### config.mk
export PLATFORM = sky130hd
export DESIGN_NAME = aarb_access_arbiter
export DESIGN_NICKNAME = d
export VERILOG_FILES = /design/src/shared/aarb_pkg.sv /design/src/rtl/aarb_access_arbiter.sv
export VERILOG_INCLUDE_DIRS = /design/src /design/src/shared
export SDC_FILE = /design/constraint.sdc
export NUM_CORES = 1
export LEC_CHECK = 0
export BUFFER_PORTS_ARGS = -buffer_cell sky130_fd_sc_hd__buf_2
export CAP_MARGIN = 20
export CORE_MARGIN = 5
export CORE_UTILIZATION = 42
export CTS_BUF_LIST = sky130_fd_sc_hd__clkbuf_8
export CTS_CLUSTER_DIAMETER = 80
export DETAILED_ROUTE_END_ITERATION = 10
export GPL_ROUTABILITY_DRIVEN = 0
export PLACE_DENSITY_LB_ADDON = 0.15
export SLEW_MARGIN = 25
export SYNTH_ARGS = -nofsm -noshare
export SYNTH_HDL_FRONTEND = slang
export SYNTH_SLANG_ARGS = --single-unit
### constraint.sdc
create_clock -name sys_clk_i -period 2.1 [get_ports sys_clk_i]
set_clock_uncertainty 0.05 [all_clocks]
set_input_delay 0.21 -clock sys_clk_i [delete_from_list [all_inputs] [get_ports sys_clk_i]]
set_output_delay 0.21 -clock sys_clk_i [all_outputs]
set_load 0.005 [all_outputs]
### src/shared/aarb_cfg.svh
// Register offsets, reset values and limits of the access arbiter
`ifndef AARB_CFG_SVH
`define AARB_CFG_SVH
`define AARB_OFS_CHANNEL_LOCK 16'h011c
`define AARB_OFS_RESTORE_CMD 16'h0404
`define AARB_OFS_PANEL_LOCK 16'h3a02
`define AARB_RST_CHANNEL_LOCK 16'h0000
`define AARB_RST_PANEL_LOCK 16'h0000
`define AARB_POS_MIN 32'hf0000000
`define AARB_POS_MAX 32'h0fffffff
`define AARB_UNITS_PER_REV 32'h00004000
`endif

### src/shared/aarb_pkg.sv
// Types shared by the access arbiter
package aarb_pkg;
  typedef enum logic [2:0] {
    AARB_CH_NONE = 3'h0,
    AARB_CH_PANEL = 3'h1,
    AARB_CH_TERMINAL = 3'h2,
    AARB_CH_TOOL = 3'h3,
    AARB_CH_FIELDBUS = 3'h4
  } aarb_chan_t;
  typedef enum logic [2:0] {
    AARB_RS_IDLE = 3'b001,
    AARB_RS_LOAD = 3'b010,
    AARB_RS_SAVE = 3'b100
  } aarb_rstate_t;
endpackage

### src/rtl/aarb_access_arbiter.sv
// Access arbiter, channel/panel locks, factory restore and jog range clamp
`timescale 1ns/10ps
`include "aarb_cfg.svh"

// Contract
// - Writing restore command value 1 reloads factory values then saves them; 0 does nothing.
// - Restore command reads nonzero while saving, zero when done; host polls.
// - Restore command write accepted only with power stage disabled.
// - Restored values take effect only after next power-up.
// - At most one channel holds exclusive access at any time.
// - After power-up no channel holds exclusive access.
// - Analog and pulse-train references are effective from power-up.
// - Analog and pulse-train references ignored while exclusive access is held.
// - Halt, fault reset, enable, limits, reference switch, safe torque off always act.
// - Tool gets exclusive access with its switch On, releases it at Off.
// - Jog or autotuning started from the panel gives the panel exclusive access.
// - Channel lock 0 allows other channels, 1 blocks all but current; clearing is immediate.
// - Setting the channel lock waits until the active operating mode terminates.
// - Panel lock 1 blocks panel parameter change, jog, autotune, fault reset.
// - In jog mode actual position is confined to -268435456 through 268435455 units.
// - Movement range limit applies only while jog mode is active.
// - Factory scaling counts 16384 user units per motor revolution.
module aarb_access_arbiter (
  input wire logic sys_clk_i,
  input wire logic rst_b_i,
  input wire logic par_wr_i,
  input wire logic par_rd_i,
  input wire logic [15:0] par_addr_i,
  input wire logic [15:0] par_wdata_i,
  input wire logic [2:0] par_chan_i,
  output logic [15:0] par_rdata_o,
  output logic par_ack_o,
  output logic par_err_o,
  input wire logic power_stage_en_i,
  input wire logic op_mode_active_i,
  input wire logic tool_excl_switch_i,
  input wire logic panel_jog_start_i,
  input wire logic panel_autotune_start_i,
  input wire logic panel_fault_reset_i,
  input wire logic panel_mode_end_i,
  input wire logic nv_save_done_i,
  output logic factory_load_o,
  output logic nv_save_start_o,
  output logic [2:0] excl_owner_o,
  output logic [2:0] lock_owner_o,
  output logic panel_start_jog_o,
  output logic panel_start_autotune_o,
  output logic panel_fault_reset_o,
  output logic panel_param_wr_ok_o,
  input wire logic [15:0] analog_ref_i,
  input wire logic [31:0] pulse_train_input_i,
  output logic [15:0] analog_ref_o,
  output logic [31:0] pulse_train_ref_o,
  input wire logic halt_in_i,
  input wire logic fault_reset_in_i,
  input wire logic enable_in_i,
  input wire logic positive_limit_input_i,
  input wire logic negative_limit_input_i,
  input wire logic ref_switch_in_i,
  input wire logic safe_torque_off_a_i,
  input wire logic safe_torque_off_b_i,
  output logic [7:0] io_func_o,
  input wire logic jog_active_i,
  input wire logic signed [31:0] pos_demand_i,
  output logic signed [31:0] pos_actual_o,
  output logic [31:0] units_per_rev_o
);

  // ------------------------------------------------------------
  // Pin synchronisers for the input functions
  // ------------------------------------------------------------
  logic [7:0] io_raw;
  logic [7:0] io_s1;
  logic [7:0] io_s2;
  logic [7:0] next_io_s1;
  logic [7:0] next_io_s2;
  logic [7:0] next_io_func;

  assign io_raw = {safe_torque_off_b_i, safe_torque_off_a_i, ref_switch_in_i, negative_limit_input_i,
                   positive_limit_input_i, enable_in_i, fault_reset_in_i, halt_in_i};

  always_comb
  begin
    next_io_s1 = io_raw;
    next_io_s2 = io_s1;
    next_io_func = io_s2; // Never gated by exclusive access
  end

  always_ff @(posedge sys_clk_i)
  begin
    if (!rst_b_i)
    begin
      io_s1 <= 8'h00;
      io_s2 <= 8'h00;
      io_func_o <= 8'h00;
    end
    else
    begin
      io_s1 <= next_io_s1;
      io_s2 <= next_io_s2;
      io_func_o <= next_io_func;
    end
  end

  // ------------------------------------------------------------
  // Register access, locks and restore sequencer
  // ------------------------------------------------------------
  logic [15:0] channel_lock;
  logic [15:0] panel_lock;
  logic lock_pending;
  aarb_pkg::aarb_rstate_t rstate;
  aarb_pkg::aarb_chan_t excl;
  aarb_pkg::aarb_chan_t lock_own;
  logic [15:0] next_channel_lock;
  logic [15:0] next_panel_lock;
  logic next_lock_pending;
  aarb_pkg::aarb_rstate_t next_rstate;
  aarb_pkg::aarb_chan_t next_excl;
  aarb_pkg::aarb_chan_t next_lock_own;
  logic [15:0] next_rdata;
  logic next_ack;
  logic next_err;
  logic val_ok;
  logic blocked;
  logic panel_ok;

  assign val_ok = (par_wdata_i == 16'h0000) || (par_wdata_i == 16'h0001);
  // A locked channel lets only its owner write; reads from any channel still pass
  assign blocked = channel_lock[0] && (par_chan_i != lock_own);
  assign panel_ok = !panel_lock[0] && !(channel_lock[0] && lock_own != aarb_pkg::AARB_CH_PANEL);

  always_comb
  begin
    next_channel_lock = channel_lock;
    next_panel_lock = panel_lock;
    next_lock_pending = lock_pending;
    next_rstate = rstate;
    next_excl = excl;
    next_lock_own = lock_own;
    next_rdata = par_rdata_o;
    next_ack = 1'b0;
    next_err = 1'b0;
    // Exclusive owner is a single encoded value, so two owners cannot exist
    if (tool_excl_switch_i && excl == aarb_pkg::AARB_CH_NONE)
      next_excl = aarb_pkg::AARB_CH_TOOL;
    else if (!tool_excl_switch_i && excl == aarb_pkg::AARB_CH_TOOL)
      next_excl = aarb_pkg::AARB_CH_NONE;
    if (excl == aarb_pkg::AARB_CH_NONE && panel_ok && (panel_jog_start_i || panel_autotune_start_i))
      next_excl = aarb_pkg::AARB_CH_PANEL;
    else if (excl == aarb_pkg::AARB_CH_PANEL && panel_mode_end_i)
      next_excl = aarb_pkg::AARB_CH_NONE;
    // Deferred lock lands once the running mode has ended
    if (lock_pending && !op_mode_active_i)
    begin
      next_channel_lock = 16'h0001;
      next_lock_pending = 1'b0;
    end
    case (rstate)
      aarb_pkg::AARB_RS_IDLE:
        next_rstate = aarb_pkg::AARB_RS_IDLE;
      aarb_pkg::AARB_RS_LOAD:
        next_rstate = aarb_pkg::AARB_RS_SAVE; // Load and save start together in LOAD; SAVE waits for save done
      aarb_pkg::AARB_RS_SAVE:
        if (nv_save_done_i)
          next_rstate = aarb_pkg::AARB_RS_IDLE;
      default:
        next_rstate = aarb_pkg::AARB_RS_IDLE;
    endcase
    if (par_wr_i)
    begin
      next_ack = 1'b1;
      if (!val_ok || blocked)
        next_err = 1'b1;
      else if (par_addr_i == `AARB_OFS_CHANNEL_LOCK)
      begin
        if (par_wdata_i[0] && op_mode_active_i)
          next_lock_pending = 1'b1;
        else
        begin
          next_channel_lock = par_wdata_i; // Immediate
          next_lock_pending = 1'b0;
        end
        if (par_wdata_i[0])
          next_lock_own = aarb_pkg::aarb_chan_t'(par_chan_i);
      end
      else if (par_addr_i == `AARB_OFS_PANEL_LOCK)
        next_panel_lock = par_wdata_i;
      else if (par_addr_i == `AARB_OFS_RESTORE_CMD)
      begin
        if (power_stage_en_i || rstate != aarb_pkg::AARB_RS_IDLE)
          next_err = 1'b1;
        else if (par_wdata_i[0])
          next_rstate = aarb_pkg::AARB_RS_LOAD;
      end
      else
        next_err = 1'b1;
    end
    else if (par_rd_i)
    begin
      next_ack = 1'b1;
      if (par_addr_i == `AARB_OFS_CHANNEL_LOCK)
        next_rdata = channel_lock;
      else if (par_addr_i == `AARB_OFS_PANEL_LOCK)
        next_rdata = panel_lock;
      else if (par_addr_i == `AARB_OFS_RESTORE_CMD)
        next_rdata = {15'h0000, rstate != aarb_pkg::AARB_RS_IDLE};
      else
      begin
        next_rdata = 16'h0000;
        next_err = 1'b1;
      end
    end
  end

  always_ff @(posedge sys_clk_i)
  begin
    if (!rst_b_i)
    begin
      channel_lock <= `AARB_RST_CHANNEL_LOCK;
      panel_lock <= `AARB_RST_PANEL_LOCK;
      lock_pending <= 1'b0;
      rstate <= aarb_pkg::AARB_RS_IDLE;
      excl <= aarb_pkg::AARB_CH_NONE;
      lock_own <= aarb_pkg::AARB_CH_NONE;
      par_rdata_o <= 16'h0000;
      par_ack_o <= 1'b0;
      par_err_o <= 1'b0;
    end
    else
    begin
      channel_lock <= next_channel_lock;
      panel_lock <= next_panel_lock;
      lock_pending <= next_lock_pending;
      rstate <= next_rstate;
      excl <= next_excl;
      lock_own <= next_lock_own;
      par_rdata_o <= next_rdata;
      par_ack_o <= next_ack;
      par_err_o <= next_err;
    end
  end

  // Restore only writes the store; the running set is reloaded at power-up
  assign factory_load_o = (rstate == aarb_pkg::AARB_RS_LOAD);
  assign nv_save_start_o = (rstate == aarb_pkg::AARB_RS_LOAD);
  assign excl_owner_o = excl;
  assign lock_owner_o = channel_lock[0] ? lock_own : aarb_pkg::AARB_CH_NONE;
  assign panel_start_jog_o = panel_jog_start_i && panel_ok;
  assign panel_start_autotune_o = panel_autotune_start_i && panel_ok;
  assign panel_fault_reset_o = panel_fault_reset_i && panel_ok;
  assign panel_param_wr_ok_o = panel_ok;

  // ------------------------------------------------------------
  // Reference gating and movement range
  // ------------------------------------------------------------
  logic [15:0] next_analog;
  logic [31:0] next_pti;
  logic signed [31:0] next_pos;

  always_comb
  begin
    // Pass from power-up, drop to zero under exclusive access
    next_analog = (excl == aarb_pkg::AARB_CH_NONE) ? analog_ref_i : 16'h0000;
    next_pti = (excl == aarb_pkg::AARB_CH_NONE) ? pulse_train_input_i : 32'h00000000;
    next_pos = pos_demand_i;
    if (jog_active_i)
    begin
      if (pos_demand_i < $signed(`AARB_POS_MIN))
        next_pos = $signed(`AARB_POS_MIN);
      else if (pos_demand_i > $signed(`AARB_POS_MAX))
        next_pos = $signed(`AARB_POS_MAX);
    end
  end

  always_ff @(posedge sys_clk_i)
  begin
    if (!rst_b_i)
    begin
      analog_ref_o <= 16'h0000;
      pulse_train_ref_o <= 32'h00000000;
      pos_actual_o <= 32'sh00000000;
    end
    else
    begin
      analog_ref_o <= next_analog;
      pulse_train_ref_o <= next_pti;
      pos_actual_o <= next_pos;
    end
  end

  assign units_per_rev_o = `AARB_UNITS_PER_REV;

endmodule

==> out/metrics.yaml <==
status: "complete, no violations"
fin_crit_sh_pct: 92.4
ys_seq_area_share_pct: 60.5
clk_pin_slew_worst_paths_ns: 0.08
diodes: 0
nets: 994
dp_hpwl_um: 11200
mostFrequentLayoutCell: "buf_2"
grt_pass1_vias: 4601
start_util_pct: 42.8
post-route-min-period_ns: 1.94
cts_sinks: 163
wl_um: 16200
startpoint_type: "flip-flop"
setup_viol: 0
hold_path_class: "primary input to flip-flop"
synth_cells: 503
htree_levels: 4
dr_wl_met3_um: 1040
synth_flop_cell: "dfxtp_1"
worstSetupPathType: "flip-flop to primary output"
area_growth_pct: 50.9
drtAntennaViolNets: 0
topRoutingLayerUsed: "met5"
grt_pass1_wl_um: 23700
cp_max_fo: 5
endpoint_kind: "primary output"
drc_errors: 0
routed-wl-met2_um: 8540
io_pins: 286
grt_remaining_overflow: 0
fmax_mhz: 515
final_cell_mix: "252 x buf_2, 161 x dfxtp_1, 105 x and2_1"
final_util_pct: 64.5
io_buffers: 252
numCtsBuffers: 17
worst_pin_slew_ns: 0.719
power.leakage_uw: 0.00391
die_w_um: 123
layout-drive-gt1-share_pct: 36.2
dieHeight_um: 123
wire_per_inst_um: 15.5
cts-root-buf: "clkbuf_8"
hold_viol: 0
fp.coreArea_um2: 12600
drv_slew: 0
dieArea_um2: 15200
synth_area_um2: 5400
finalSetupTns_ns: 0
dr.pass1.iters: 4
routed_via_density: 4.51
worstPathRequired_ns: 1.84
worstPathArrival_ns: 1.68
slew_headroom_pct: 52.0
ys_seq_elements: 163
ys_types: 44
cts_buffer_depth: 2
grt_usage_pct: 20.3
vias: 4702
clock_latency_ns: 0.43
drt_iter0_markers: 199
power_density_nw_per_um2: 776
ir_worst_vdd_v: 0.000508
synth_edf_count: 0
met1_length_um: 6340
rows: 41
rsz0062_at_grt: "false"
max_cap_violations: 0
grt_max_degree: 49
tritoncts: "done"
yosysWarnings: 0
antenna_found_initial: 1
avgSynthCellArea_um2: 10.7
postSynth.asyncResetShare_pct: 0
area by class of cell:
type / count / area (um2)
Clock inverter: 12 / 138
Inverter: 5 / 18.8
Clock buffer: 20 / 275
Timing Repair Buffer: 364 / 2340
Sequential cell: 163 / 3270
Multi-Input combinational cell: 307 / 1890
Fill cell: 1003 / 4480
Tap cell: 172 / 215
registers in the layout, indices dropped and copies added (netlist names):
register,flops
pos_actual_o,32
pulse_train_ref_o,32
analog_ref_o,16
channel_lock,16
panel_lock,16
par_rdata_o,16
io_func_o,8
io_s1,8
io_s2,8
lock_own,3
rstate,3
excl_owner_o,2
lock_pending,1
par_ack_o,1
par_err_o,1
path summary, 6_finish.rpt:
| path | start | endpoint | slack (ns) | cells after the start |
|---|---|---|---|---|
| hold reg to reg | io_s2[0] | io_func_o[0] | 0.38 | 1 |
| hold / removal | par_wdata_i[0] | lock_pending | 0.04 | 3 |
| setup reg to reg | lock_own[2] | channel_lock[4] | 0.23 | 7 |
| setup / recovery | lock_own[2] | panel_fault_reset_o | 0.16 | 5 |
critical path, cell delays in order (launching register included):
cell and delay [ns]:
dfxtp_2 0.34, or3b_4 0.39, a21oi_2 0.14, buf_6 0.13, and2_1 0.13, buf_2 0.13
where the power goes:
part	switching, uW	internal [uW]
combinational	317	406
clock	1050	1250
sequential	46.9	3240
total	1420	4900
routing by layer:
layer / up-vias / GRT usage (%)
li1: 2335 / -
met1: 2195 / 23.1
met2: 150 / 36.5
met3: 20 / 5.31
met4: 2 / 7.20
met5: - / 0
metrics by stage:
stage	area (um2)	setup slack [ns]	hold slack [ns]	total power, uW	instances
2_1_floorplan	5510	0.00381	0.276	3640	534
5_1_grt	8140	0.0871	0.0301	6610	1043
3_5_place_dp	6750	-0.0913	0.364	3940	913
6_report	8140	0.160	0.0434	6320	1043
3_3_place_gp	6750	-0.0443	0.359	3920	913
4_1_cts	8120	0.00402	0.00552	6380	1040
repair_timing:
action / in CTS / in global routing
gates resized for setup: 4 / 1
hold buffers: 95 / 0
pin swaps: 0 / 1
setup buffers: 0 / 3
endpoints found under the hold margin: 95 / 0
endpoints found under the setup margin: 3 / 3
synth_stat cells (5+ instances only):
cell type  count  area [um2]
dfxtp_1      163        3260
nand2_1        6        22.5
a221oi_1      15         131
nor2_1        22        82.6
a21oi_1       14        70.1
nand3_1        7        35.0
nor4_1         6        37.5
buf_4         34         255
clkbuf_1      20        75.1
and2_1       105         657
o21a_1        29         218
nor3_1         5        25.0
o21ai_0       22         110
logic make-up (layout without fill, tap and decap cells):
group                     Yosys count  count (layout)  synth area share, %
and+or+nand+nor                   178             178                 20.1
AOI/OAI and AO/OA                  92              92                 11.5
buffers and inverters              64             401                 7.14
xor gates and xnor gates            3               3                0.487
DFF                               163             163                 60.5
other                               2              33                0.139
muxes                               1               1                0.185
No activity file was read; power rests on OpenSTA's default activity.
